**config.mk**
```make
export PLATFORM = sky130hd
export DESIGN_NAME = rcc_reset_cause
export DESIGN_NICKNAME = d
export VERILOG_FILES = /design/src/rtl/rcc_pkg.sv /design/src/rtl/rcc_stretch_if.sv /design/src/rtl/rcc_pin_filter.sv /design/src/rtl/rcc_reset_stretch.sv /design/src/rtl/rcc_reset_cause.sv
export SDC_FILE = /design/constraint.sdc
export NUM_CORES = 1
export LEC_CHECK = 0
export ABC_CLOCK_PERIOD_IN_PS = 1360
export BUFFER_PORTS_ARGS = -buffer_cell sky130_fd_sc_hd__buf_2
export CAP_MARGIN = 20
export CORE_MARGIN = 4
export CORE_UTILIZATION = 41
export CTS_CLUSTER_SIZE = 20
export DETAILED_ROUTE_END_ITERATION = 8
export PLACE_DENSITY = 0.81
export SLEW_MARGIN = 15
export SYNTH_ARGS = -nofsm -noshare
export SYNTH_HDL_FRONTEND = slang
export SYNTH_SLANG_ARGS = --single-unit
```
**constraint.sdc**
```tcl
create_clock -name ref_clk -period 1.36 [get_ports ref_clk]
set_input_delay 0 -clock ref_clk [delete_from_list [all_inputs] [get_ports ref_clk]]
set_output_delay 0 -clock ref_clk [all_outputs]
set_load 0.01 [all_outputs]
```
**src/rtl/rcc_pkg.sv**
```systemverilog
// Constants, bit layout and the cause enumeration shared by the reset cause tracker.
// Assumes a single 10 MHz clock; all times below convert to cycles of it.
// Functional notes
// [RULE1] Eight reset sources: power-on, pin (run and power-managed), watchdog, brown-out, instruction, stack.
// [RULE2] Low five control bits are event flags; together they show the last reset kind.
// [RULE3] Bit 7 turns on interrupt priority levels; cleared by every reset.
// [RULE4] Bit 6 is software brown-out enable only when field is 01, else reads 0.
// [RULE5] Software brown-out enable resets to 1 when config bits [2:1] are 01.
// [RULE6] Bit 5 is unimplemented and reads 0.
// [RULE7] Instruction flag bit 4 cleared by reset instruction, set on power-on; firmware re-sets it.
// [RULE8] Watchdog flag bit 3 set by power-up, clear or sleep; cleared by watchdog timeout.
// [RULE9] Power-down flag bit 2 set by power-up or watchdog clear; cleared by sleep.
// [RULE10] Power-on flag bit 1 cleared by power-on reset only; only software sets it.
// [RULE11] Brown-out flag bit 0 cleared by brown-out reset; only firmware sets it.
// [RULE12] Firmware reads brown-out 0 with power-on 1 as a brown-out indication.
// [RULE13] Firmware should set power-on flag after detecting a power-on reset.
// [RULE14] Reset values differ between power-on/brown-out and other resets; flags 3,2 read-only.
// [RULE15] Pin held low resets the device; short low pulses are filtered out.
// [RULE16] Weak pull-up on the pin whenever it serves as reset input.
// [RULE17] The pin is never driven low by any internal reset.
// [RULE18] With pin reset disabled, pin is a plain digital input, no reset source.
// [RULE19] Rising supply-good makes an internal power-on reset pulse.
// [RULE20] Brown-out field: 00 off, 01 software, 10 on except sleep, 11 always on.
// [RULE21] Internal reset held while any source is active; flags updated as a source asserts.
package rcc_pkg;
	localparam int CLK_PERIOD_NS = 100;
	localparam int PIN_FILTER_NS = 2000;
	localparam int PIN_FILTER_CYCLES = (PIN_FILTER_NS + CLK_PERIOD_NS - 1) / CLK_PERIOD_NS;
	localparam int INT_RESET_HOLD_NS = 1000;
	localparam int INT_RESET_HOLD_CYCLES = (INT_RESET_HOLD_NS + CLK_PERIOD_NS - 1) / CLK_PERIOD_NS;
	localparam int CNT_W = 5;

	localparam logic [1:0] REG_CTRL_ADDR = 2'h0;
	localparam logic [1:0] REG_CAUSE_ADDR = 2'h1;

	localparam int BIT_PRIO_LEVELS = 7;
	localparam int BIT_SOFT_BOD = 6;
	localparam int BIT_INSTR_N = 4;
	localparam int BIT_WDOG_N = 3;
	localparam int BIT_PWRDN_N = 2;
	localparam int BIT_POR = 1;
	localparam int BIT_BROWN_N = 0;

	localparam int CFG_BOD_FIELD_LSB = 1;
	localparam logic [1:0] BOD_FIELD_OFF = 2'h0;
	localparam logic [1:0] BOD_FIELD_SOFT = 2'h1;
	localparam logic [1:0] BOD_FIELD_NOSLEEP = 2'h2;
	localparam logic [1:0] BOD_FIELD_ALWAYS = 2'h3;

	localparam logic RST_PRIO_LEVELS = 1'h0;
	localparam logic RST_INSTR_N = 1'h1;
	localparam logic RST_WDOG_N = 1'h1;
	localparam logic RST_PWRDN_N = 1'h1;
	localparam logic RST_POR = 1'h0;
	localparam logic RST_BROWN_N = 1'h0;

	typedef enum logic [3:0] {
		CAUSE_NONE,
		CAUSE_POWER_ON,
		CAUSE_PIN_RUN,
		CAUSE_PIN_PM,
		CAUSE_WATCHDOG,
		CAUSE_BROWNOUT,
		CAUSE_INSTR,
		CAUSE_STACK_FULL,
		CAUSE_STACK_UNDER
	} rcc_cause_t;

	function automatic logic [CNT_W-1:0] rcc_sat_inc(input logic [CNT_W-1:0] v);
		rcc_sat_inc = (v == {CNT_W{1'b1}}) ? v : v + 1'b1;
	endfunction : rcc_sat_inc
endpackage : rcc_pkg

```
**src/rtl/rcc_stretch_if.sv**
```systemverilog
// Carries the internal reset request and its stretched result between the tracker and the stretcher.
// Assumes both ends sit in the ref_clk domain.
`timescale 1ns/1ps
interface rcc_stretch_if;
	logic load;
	logic active;
	modport requester (output load, input active);
	modport stretcher (input load, output active);
endinterface : rcc_stretch_if

```
**src/rtl/rcc_pin_filter.sv**
```systemverilog
// Noise filter for the active-low external reset pin.
// Assumes the pin input is already synchronous to ref_clk.
`timescale 1ns/1ps
module rcc_pin_filter
	import rcc_pkg::*;
(
	input wire logic ref_clk,
	input wire logic srst,
	input wire logic enable,
	input wire logic pin_n,
	output logic reset_req
);
	logic [CNT_W-1:0] low_cnt;
	logic [CNT_W-1:0] next_low_cnt;
	logic next_reset_req;

	// a low shorter than the filter time never reaches the reset path
	always_comb begin
		next_low_cnt = low_cnt;
		next_reset_req = reset_req;
		if (!enable || pin_n) begin
			next_low_cnt = '0;
			next_reset_req = 1'b0;
		end else begin
			next_low_cnt = rcc_sat_inc(low_cnt);
			if (low_cnt >= CNT_W'(PIN_FILTER_CYCLES - 1)) begin // [RULE15]
				next_reset_req = 1'b1;
			end
		end
	end

	always_ff @(posedge ref_clk) begin
		if (srst) begin
			low_cnt <= '0;
			reset_req <= 1'b0;
		end else begin
			low_cnt <= next_low_cnt;
			reset_req <= next_reset_req;
		end
	end
endmodule : rcc_pin_filter

```
**src/rtl/rcc_reset_stretch.sv**
```systemverilog
// Stretches one-cycle reset requests into a fixed-length internal reset.
// Assumes requests are single-cycle pulses in the ref_clk domain.
`timescale 1ns/1ps
module rcc_reset_stretch
	import rcc_pkg::*;
(
	input wire logic ref_clk,
	input wire logic srst,
	rcc_stretch_if.stretcher req
);
	logic [CNT_W-1:0] hold_cnt;
	logic [CNT_W-1:0] next_hold_cnt;

	// a new request restarts the full hold time
	always_comb begin
		next_hold_cnt = hold_cnt;
		if (req.load) begin
			next_hold_cnt = CNT_W'(INT_RESET_HOLD_CYCLES);
		end else if (hold_cnt != '0) begin
			next_hold_cnt = hold_cnt - 1'b1;
		end
	end

	always_ff @(posedge ref_clk) begin
		if (srst) begin
			hold_cnt <= '0;
		end else begin
			hold_cnt <= next_hold_cnt;
		end
	end

	assign req.active = (hold_cnt != '0);
endmodule : rcc_reset_stretch

```
**src/rtl/rcc_reset_cause.sv**
```systemverilog
// Reset cause tracker: control/status flags, brown-out enable, pin handling, internal reset.
// Assumes detector outputs and core event pulses are synchronous to ref_clk.
//
// Decided for this implementation: the address-and-strobe port and the address map.
`timescale 1ns/1ps
module rcc_reset_cause (
	input wire logic ref_clk,
	input wire logic srst,
	input wire logic [1:0] reg_addr,
	input wire logic [7:0] reg_wdata,
	input wire logic reg_wr,
	input wire logic reg_rd,
	output logic [7:0] reg_rdata,
	input wire logic [7:0] config_word_low2,
	input wire logic ext_reset_pin_enable,
	input wire logic ext_reset_pin_n_in,
	output logic ext_reset_pin_n_out,
	output logic ext_reset_pin_n_oe_n,
	output logic ext_reset_pin_pullup_en,
	output logic pin_digital_in,
	input wire logic supply_good,
	input wire logic brownout_trip,
	input wire logic core_sleeping,
	input wire logic core_power_managed,
	input wire logic watchdog_timeout,
	input wire logic watchdog_clear_instr,
	input wire logic sleep_instr,
	input wire logic reset_instr,
	input wire logic stack_full,
	input wire logic stack_underflow,
	output logic sys_reset,
	output logic brownout_detect_enable,
	output logic irq_priority_levels_on,
	output rcc_pkg::rcc_cause_t last_cause
);
	import rcc_pkg::*;

	logic soft_brownout_enable;
	logic reset_instr_flag_n;
	logic watchdog_timeout_flag_n;
	logic powerdown_flag_n;
	logic poweron_flag_n;
	logic brownout_flag_n;
	logic next_irq_priority_levels_on;
	logic next_soft_brownout_enable;
	logic next_reset_instr_flag_n;
	logic next_watchdog_timeout_flag_n;
	logic next_powerdown_flag_n;
	logic next_poweron_flag_n;
	logic next_brownout_flag_n;
	rcc_cause_t next_last_cause;
	logic [7:0] next_reg_rdata;
	logic supply_good_q;
	logic brownout_q;
	logic pin_reset_q;
	logic pin_sample;
	logic next_supply_good_q;
	logic next_brownout_q;
	logic next_pin_reset_q;
	logic next_pin_sample;
	logic [1:0] brownout_config_field;
	logic soft_mode;
	logic brownout_active;
	logic pin_reset;
	logic por_evt;
	logic bor_evt;
	logic pin_evt;
	logic wdt_evt;
	logic instr_evt;
	logic stkf_evt;
	logic stku_evt;
	logic any_reset_evt;
	logic ctrl_wr;
	logic [7:0] ctrl_view;

	rcc_stretch_if stretch_bus ();

	assign brownout_config_field = config_word_low2[CFG_BOD_FIELD_LSB +: 2];
	assign soft_mode = (brownout_config_field == BOD_FIELD_SOFT);

	// brown-out detector gating by configuration field
	always_comb begin
		unique case (brownout_config_field)
			BOD_FIELD_OFF: brownout_detect_enable = 1'b0; // [RULE20]
			BOD_FIELD_SOFT: brownout_detect_enable = soft_brownout_enable; // [RULE4] [RULE20]
			BOD_FIELD_NOSLEEP: brownout_detect_enable = !core_sleeping; // [RULE20]
			BOD_FIELD_ALWAYS: brownout_detect_enable = 1'b1; // [RULE20]
		endcase
	end

	assign brownout_active = brownout_trip && brownout_detect_enable;

	rcc_pin_filter u_pin_filter (
		.ref_clk(ref_clk),
		.srst(srst),
		.enable(ext_reset_pin_enable), // [RULE18]
		.pin_n(ext_reset_pin_n_in),
		.reset_req(pin_reset)
	);

	// the pin is input-only here; internal resets never pull it low
	assign ext_reset_pin_n_out = 1'b1; // [RULE17]
	assign ext_reset_pin_n_oe_n = 1'b1; // [RULE17]
	assign ext_reset_pin_pullup_en = ext_reset_pin_enable; // [RULE16]
	assign pin_digital_in = pin_sample;

	// source events on the asserting edge of power-on, brown-out and pin; the single-cycle sources count in every cycle they are high
	assign por_evt = supply_good && !supply_good_q; // [RULE19]
	assign bor_evt = brownout_active && !brownout_q;
	assign pin_evt = pin_reset && !pin_reset_q;
	assign wdt_evt = watchdog_timeout;
	assign instr_evt = reset_instr;
	assign stkf_evt = stack_full;
	assign stku_evt = stack_underflow;
	assign any_reset_evt = por_evt || bor_evt || pin_evt || wdt_evt || instr_evt || stkf_evt || stku_evt; // [RULE1]

	// power-on rise and single-cycle sources are stretched; level sources hold by themselves
	assign stretch_bus.load = por_evt || wdt_evt || instr_evt || stkf_evt || stku_evt; // [RULE19]

	rcc_reset_stretch u_stretch (
		.ref_clk(ref_clk),
		.srst(srst),
		.req(stretch_bus)
	);

	// por_evt bridges the cycle between supply rise and stretcher load, so reset never drops early
	assign sys_reset = srst || !supply_good || por_evt || brownout_active || pin_reset || stretch_bus.active; // [RULE21] [RULE15]

	assign ctrl_wr = reg_wr && (reg_addr == REG_CTRL_ADDR);

	// flag next state: software first, hardware events after so they win
	always_comb begin
		next_irq_priority_levels_on = irq_priority_levels_on;
		next_soft_brownout_enable = soft_brownout_enable;
		next_reset_instr_flag_n = reset_instr_flag_n;
		next_watchdog_timeout_flag_n = watchdog_timeout_flag_n;
		next_powerdown_flag_n = powerdown_flag_n;
		next_poweron_flag_n = poweron_flag_n;
		next_brownout_flag_n = brownout_flag_n;
		next_last_cause = last_cause;
		if (ctrl_wr) begin
			next_irq_priority_levels_on = reg_wdata[BIT_PRIO_LEVELS]; // [RULE3]
			if (soft_mode) begin
				next_soft_brownout_enable = reg_wdata[BIT_SOFT_BOD]; // [RULE4]
			end
			next_reset_instr_flag_n = reg_wdata[BIT_INSTR_N]; // [RULE7]
			next_poweron_flag_n = reg_wdata[BIT_POR]; // [RULE10]
			next_brownout_flag_n = reg_wdata[BIT_BROWN_N]; // [RULE11]
		end
		if (watchdog_clear_instr) begin
			next_watchdog_timeout_flag_n = 1'b1; // [RULE8]
			next_powerdown_flag_n = 1'b1; // [RULE9]
		end
		if (sleep_instr) begin
			next_watchdog_timeout_flag_n = 1'b1; // [RULE8]
			next_powerdown_flag_n = 1'b0; // [RULE9]
		end
		if (any_reset_evt) begin
			next_irq_priority_levels_on = RST_PRIO_LEVELS; // [RULE3]
		end
		if (stkf_evt) begin
			next_last_cause = CAUSE_STACK_FULL;
		end
		if (stku_evt) begin
			next_last_cause = CAUSE_STACK_UNDER;
		end
		if (instr_evt) begin
			next_reset_instr_flag_n = 1'b0; // [RULE7]
			next_last_cause = CAUSE_INSTR;
		end
		if (wdt_evt) begin
			next_watchdog_timeout_flag_n = 1'b0; // [RULE8]
			next_last_cause = CAUSE_WATCHDOG;
		end
		if (pin_evt) begin
			next_last_cause = core_power_managed ? CAUSE_PIN_PM : CAUSE_PIN_RUN;
		end
		// brown-out and power-on reload the power-up values; the power-on flag is reloaded only on power-on
		if (bor_evt || por_evt) begin
			next_soft_brownout_enable = soft_mode; // [RULE5] [RULE14]
			next_reset_instr_flag_n = RST_INSTR_N; // [RULE7] [RULE14]
			next_watchdog_timeout_flag_n = RST_WDOG_N; // [RULE8] [RULE14]
			next_powerdown_flag_n = RST_PWRDN_N; // [RULE9] [RULE14]
			next_brownout_flag_n = RST_BROWN_N; // [RULE11]
			next_last_cause = CAUSE_BROWNOUT;
		end
		if (por_evt) begin
			next_poweron_flag_n = RST_POR; // [RULE10]
			next_last_cause = CAUSE_POWER_ON;
		end
	end

	// control view: bit 5 unimplemented, bit 6 reads 0 outside software mode
	assign ctrl_view = {irq_priority_levels_on, soft_brownout_enable && soft_mode, 1'b0, // [RULE4] [RULE6]
		reset_instr_flag_n, watchdog_timeout_flag_n, powerdown_flag_n, poweron_flag_n, brownout_flag_n}; // [RULE2]

	// read data stands only in the cycle after the strobe
	always_comb begin
		next_reg_rdata = 8'h00;
		if (reg_rd) begin
			unique case (reg_addr)
				REG_CTRL_ADDR: next_reg_rdata = ctrl_view;
				REG_CAUSE_ADDR: next_reg_rdata = {4'h0, last_cause};
				default: next_reg_rdata = 8'h00;
			endcase
		end
	end

	// srst stands for a cold start: all flags take power-on values
	always_ff @(posedge ref_clk) begin
		if (srst) begin
			irq_priority_levels_on <= RST_PRIO_LEVELS;
			soft_brownout_enable <= soft_mode; // [RULE5]
			reset_instr_flag_n <= RST_INSTR_N;
			watchdog_timeout_flag_n <= RST_WDOG_N;
			powerdown_flag_n <= RST_PWRDN_N;
			poweron_flag_n <= RST_POR;
			brownout_flag_n <= RST_BROWN_N;
			last_cause <= CAUSE_POWER_ON;
		end else begin
			irq_priority_levels_on <= next_irq_priority_levels_on;
			soft_brownout_enable <= next_soft_brownout_enable;
			reset_instr_flag_n <= next_reset_instr_flag_n;
			watchdog_timeout_flag_n <= next_watchdog_timeout_flag_n;
			powerdown_flag_n <= next_powerdown_flag_n;
			poweron_flag_n <= next_poweron_flag_n;
			brownout_flag_n <= next_brownout_flag_n;
			last_cause <= next_last_cause;
		end
	end

	always_ff @(posedge ref_clk) begin
		if (srst) begin
			reg_rdata <= 8'h00;
		end else begin
			reg_rdata <= next_reg_rdata;
		end
	end

	// edge detectors and the digital view of the pin
	always_comb begin
		next_supply_good_q = supply_good;
		next_brownout_q = brownout_active;
		next_pin_reset_q = pin_reset;
		next_pin_sample = ext_reset_pin_n_in; // [RULE18]
	end

	// supply_good_q cleared by srst, so every cold start shows a power-on event
	always_ff @(posedge ref_clk) begin
		if (srst) begin
			supply_good_q <= 1'b0;
			brownout_q <= 1'b0;
			pin_reset_q <= 1'b0;
			pin_sample <= 1'b1;
		end else begin
			supply_good_q <= next_supply_good_q;
			brownout_q <= next_brownout_q;
			pin_reset_q <= next_pin_reset_q;
			pin_sample <= next_pin_sample;
		end
	end
endmodule : rcc_reset_cause

```
Yosys cells after proc, flatten, opt, wreduce, memory -nomap -nowiden --
Index checks and enable logic that the tools add are counted.
Storage, ports and cells: register bits after elaboration 34, input bits 34, output and inout port bits 19, word-level logic and storage cells 95
Operators by class: add/subtract/negate cells 2, $lt $le $gt $ge 1, eq/ne operators 5, multiplexer cells 21, bitwise gates (word level) 1, reduce and logical (&&, ||, !) cells 47
Operators with widths (number):
- 2-to-1 mux 4 bit | 7
- logical OR 1 bit | 16
- one-hot mux 8 bit (2 select lines) | 1
- OR reduction 2 bit | 6
- 2-to-1 mux 1 bit | 11
- nonzero test 5 bit | 2
- nonzero test 3 bit | 3
- logical AND 1 bit | 6
- zero test 1 bit | 6
- nonzero test 2 bit | 3
- nonzero test 6 bit | 1
- adder 5 x 1 -> 5 bit (second input constant) | 1
- == test 5 bit (second input constant) | 1
- greater-or-equal comparator 5 bit (second input constant) | 1
- subtractor 5 x 1 -> 5 bit (second input constant) | 1
- == test 2 x 1 -> 1 bit (second input constant) | 2
- == test 2 bit (second input constant) | 2
- zero test 2 bit | 2
- one-hot mux 1 bit (4 select lines) | 1
- 2-to-1 mux 3 bit | 1
- OR reduction 3 bit | 1
- AND reduction 2 bit | 1
- NOT 1 bit | 1

Logic depth before layout (Yosys ltp) --
depth after elaboration 11, mapped depth 6, depth with buffers taken out 6

Cells and area by module --
Synthesis repeated with hierarchy kept, for this count alone.
Second synthesis, totals: cells, all modules 154, area total of the unflattened synthesis 1498.9 um^2
By module, submodules not included:
- rcc_reset_cause | instances 1, cells an instance 99, area an instance 959.7 um^2, sequential area each 450.4 um^2
- rcc_reset_stretch | instances 1, cells an instance 28, area an instance 271.5 um^2, sequential area each 100.1 um^2
- rcc_pin_filter | instances 1, cells an instance 27, area an instance 267.8 um^2, sequential area each 120.1 um^2

Worst setup path before layout --
No wires, ideal clock.
kind reg-to-reg, from register soft_brownout_enable, to register soft_brownout_enable, data pin, setup time 0.260 ns, arrival time 1.208 ns, data required time 1.100 ns, slack -0.109 ns, cell stages (with the launch flop) 5, buffers on the path 0, period minus slack after synthesis 1.469 ns, cells stage by stage edfxtp_1 -> o21ai_2 -> nor2b_4 -> a211o_4 -> mux2_4
On the way: cells in the longest elaborated chain, start to end 6
Ends and longest elaborated chain:
- start, declared | RTL line rcc_reset_cause.sv:38 | logic soft_brownout_enable;
- start signal, assigned | RTL line rcc_reset_cause.sv:213 | soft_brownout_enable <= soft_mode;
- start signal, assigned | RTL line rcc_reset_cause.sv:222 | soft_brownout_enable <= next_soft_brownout_enable;
- one-hot mux 1 bit (4 select lines) | RTL line rcc_reset_cause.sv:83 | unique case (brownout_config_field)
- logical AND 1 bit | RTL line rcc_reset_cause.sv:91 | assign brownout_active = brownout_trip && brownout_detect_enable;
- logical AND 1 bit | RTL line rcc_reset_cause.sv:109 | assign bor_evt = brownout_active && !brownout_q;
- logical OR 1 bit | RTL line rcc_reset_cause.sv:179 | if (bor_evt || por_evt) begin
- 2-to-1 mux 1 bit | RTL line rcc_reset_cause.sv:179
- 2-to-1 mux 1 bit | RTL line rcc_reset_cause.sv:211 | if (srst) begin
No other way between the ends. A chain may end at the register's enable or synchronous reset.

Final worst setup path --
from register u_stretch.hold_cnt[0], to output port sys_reset
On the way: cells in the longest elaborated chain, start to end 2
Ends and longest elaborated chain:
- start, declared | RTL line rcc_reset_stretch.sv:11 | logic [CNT_W-1:0] hold_cnt;
- start signal, assigned | RTL line rcc_reset_stretch.sv:28 | hold_cnt <= next_hold_cnt;
- nonzero test 5 bit | RTL line rcc_reset_stretch.sv:32 | assign req.active = (hold_cnt != '0);
- logical OR 1 bit | RTL line rcc_reset_cause.sv:127 | assign sys_reset = srst || !supply_good || por_evt || brownout_active || pin_reset || stretch_bus.active;
- end, declared | RTL line rcc_reset_cause.sv:31 | output logic sys_reset,
No other way between the ends.

==> impl_metrics.toml <==
[status]
status = "complete, but fails checks"
violations = "hold timing, setup timing"

[grt]
grt_pass1_wl_um = 5650
grt_pass1_vias = 1273
track_usage_pct = 17.2
grt_max_degree = 11
grt_antenna_before_repair = 0
grt_remaining_overflow = 0

[drt]
wire_per_inst_um = 13.8
avgViaCountPerCell = 4.85
dr.pass1.iters = 4
postRouteAntennaNets = 0
drt_iter0_drc = 63
drc = 0
routed_wl_um = 3710
dr_total_vias = 1305

[pwr]
comb_power_share_pct = 15.7
power_frac_seq_pct = 50.2
p_int_mw = 1.54
powerDensity_nw_per_um2 = 955
ir_drop_mv = 0.550
p_sw_share_pct = 24.5
p_sw_uw = 500
p_clk_share_pct = 34.1
power.total_mw = 2.04
p_leak_nw = 0.969

[synthesis]
ys_ff_latch = 33
ys_warn_count = 0
netlist_area_um2 = 1430
synth.avg_cell_area_um2 = 9.67
synthDistinctLibCells = 38
synth_top_area_cell = "dfxtp_1"
seq_area_frac_synth_pct = 46.9
synth_common_cells = "dfxtp_1 (32), nor2_1 (23), mux2i_1 (10), nand2_1 (9), nor2b_1 (7)"
syn_inst = 148
async_flop_share_pct = 0
synth_area_leaders = "dfxtp_1 (45%), mux2i_1 (7.0%), nor2_1 (6.0%)"
synth_top_area_share_pct = 44.8
synthFlopType = "dfxtp_1"
synth_edf_count = 1
yosysMostFrequentCell = "dfxtp_1"

[timing]
fin_crit_sh_pct = 124
max_freq_mhz = 593
drv_slew = 0
fin_ws_ps = -327
holdWs_ps = -47.3
finalClockSkew_ps = 3.32
fin_crit_ps = 1690
hold_viol = 1
setup_violations = 6
rsz0062_at_grt = "true"

[clocking]
cts_sinks = 33
cts_buffers = 5
cts-root-buf = "clkbuf_4"
htreeDepth = 2
hold_buffers = 14
clockBufferDepth = 2
cts_tree = "done"
clkTransAtPathRegs_ps = 100
clk_latency_ps = 330

[die]
die_area_um2 = 4500
pin_count = 53
core_area_um2 = 3360
rows = 21
die_width_um = 67.1
die_h_um = 67.1
initial_core_util_pct = 42.6

[layout]
stdcell_count = 269
drive_gt1_share_pct = 43.0
syn_to_final_growth_pct = 49.1
fill_cells = 284
nets = 259
num_antenna_cells = 0

[place]
globalplace.congestion = 0.825
dp_cells = 240
numPortBuffers = 40
dp_hpwl_um = 2380

[critical_path]
end_kind = "primary output"
worstPathMaxFanout = 2
critPathKind = "reg2out"
worstPathArrival_ps = 1690
cp_data_required_time_ps = 1360
start_kind = "flip-flop"

[hold_path]
hp-class = "in2reg"

[job]
drv_cap = 0
-- flip-flops by register name, indices dropped and copies added, names as in the netlist --
signal,flops
reg_rdata,7
u_pin_filter.low_cnt,5
u_stretch.hold_cnt,5
last_cause,4
brownout_flag_n,1
brownout_q,1
irq_priority_levels_on,1
pin_digital_in,1
pin_reset_q,1
powerdown_flag_n,1
poweron_flag_n,1
reset_instr_flag_n,1
soft_brownout_enable,1
supply_good_q,1
u_pin_filter.reset_req,1
watchdog_timeout_flag_n,1
-- power groups by stage --
stage | sequential, mW | clock, mW | combinational, mW
floorplan | 1.05 | 0 | 0.134
global placement | 1.04 | 0 | 0.227
detailed placement | 1.04 | 0 | 0.233
CTS | 1.02 | 0.711 | 0.279
global route | 1.03 | 0.755 | 0.346
finish | 1.02 | 0.696 | 0.319
-- cell families after synthesis --
group                      after synthesis  synth area share, %
DFF                                     33                 46.9
xor gates and xnor gates                 5                 3.06
and+or+nand+nor                         62                 24.6
AOI/OAI and AO/OA                       20                 9.97
buffers and inverters                   12                 4.37
muxes                                   11                 8.04
other                                    2                0.525
adders and majority gates                3                 2.62
-- critical path: stages, from the launching register on --
cell	delay [ps]
dfxtp_2	340
inv_2	60
ha_4	120
or4b_4	460
nand4b_1	200
buf_2	160
-- layout make-up --
class	count	area (um2)	share of cell area, %
multi-input combinational	104	808	37.9
sequential	33	676	31.7
timing repair buffer	72	490	23.0
clock buffer	8	80.1	3.75
tap	46	57.6	2.70
inverter	6	22.5	1.06
-- path summary, 6_finish.rpt --
path | from | slack (ps) | cells past startpoint | end
worst max-delay path | u_stretch.hold_cnt[0]$_SDFFE_PP0P_ | -330 | 5 | sys_reset
worst min-delay path | supply_good | -50 | 2 | supply_good_q$_SDFF_PP0_
worst max register to register | u_stretch.hold_cnt[0]$_SDFFE_PP0P_ | -260 | 7 | u_stretch.hold_cnt[0]$_SDFFE_PP0P_
worst min register to register | reset_instr_flag_n$_SDFFE_PP1P_ | 470 | 1 | reg_rdata[4]$_SDFF_PP0_
-- stage by stage --
stage | setup WS, ps | TNS, ps | area [um2] | util (%)
final | -327 | -1110 | 2130 | 63.5
after global routing | -408 | -1770 | 2130 | 63.5
after CTS | -339 | -814 | 2050 | 60.8
after detailed placement | -123 | -126 | 1750 | 52.1
after global placement | -88.5 | -88.5 | 1750 | 52.1
after floorplan | -90.8 | -90.8 | 1450 | -
-- layer usage --
layer | track usage, % | share of wire (%) | vias up
li1 | - | - | 640
met5 | 0 | 0 | -
met1 | 17.7 | 41 | 607
met4 | 9.37 | 3.9 | 0
met2 | 30.1 | 50 | 39
met3 | 5.90 | 5.3 | 19
-- cell usage in the layout (no fill, tap or decap), types with 5 or more instances in the layout --
master | netlist | final
mux2i_1 | 10 | 10
nand2_1 | 9 | 9
buf_2 | 2 | 40
clkbuf_4 | 0 | 5
a21oi_1 | 6 | 6
nor2_1 | 23 | 23
dlygate4sd3_1 | 0 | 14
buf_4 | 4 | 14
dfxtp_1 | 32 | 28
nor2b_1 | 7 | 6
-- repair_timing --
action,4_1_cts,5_1_grt
setup buffers,5,3
setup endpoints to repair,8,15
hold endpoints to repair,14,1
pin swaps,5,11
gates resized for setup,12,18
No activity file was read; power rests on OpenSTA's default activity.
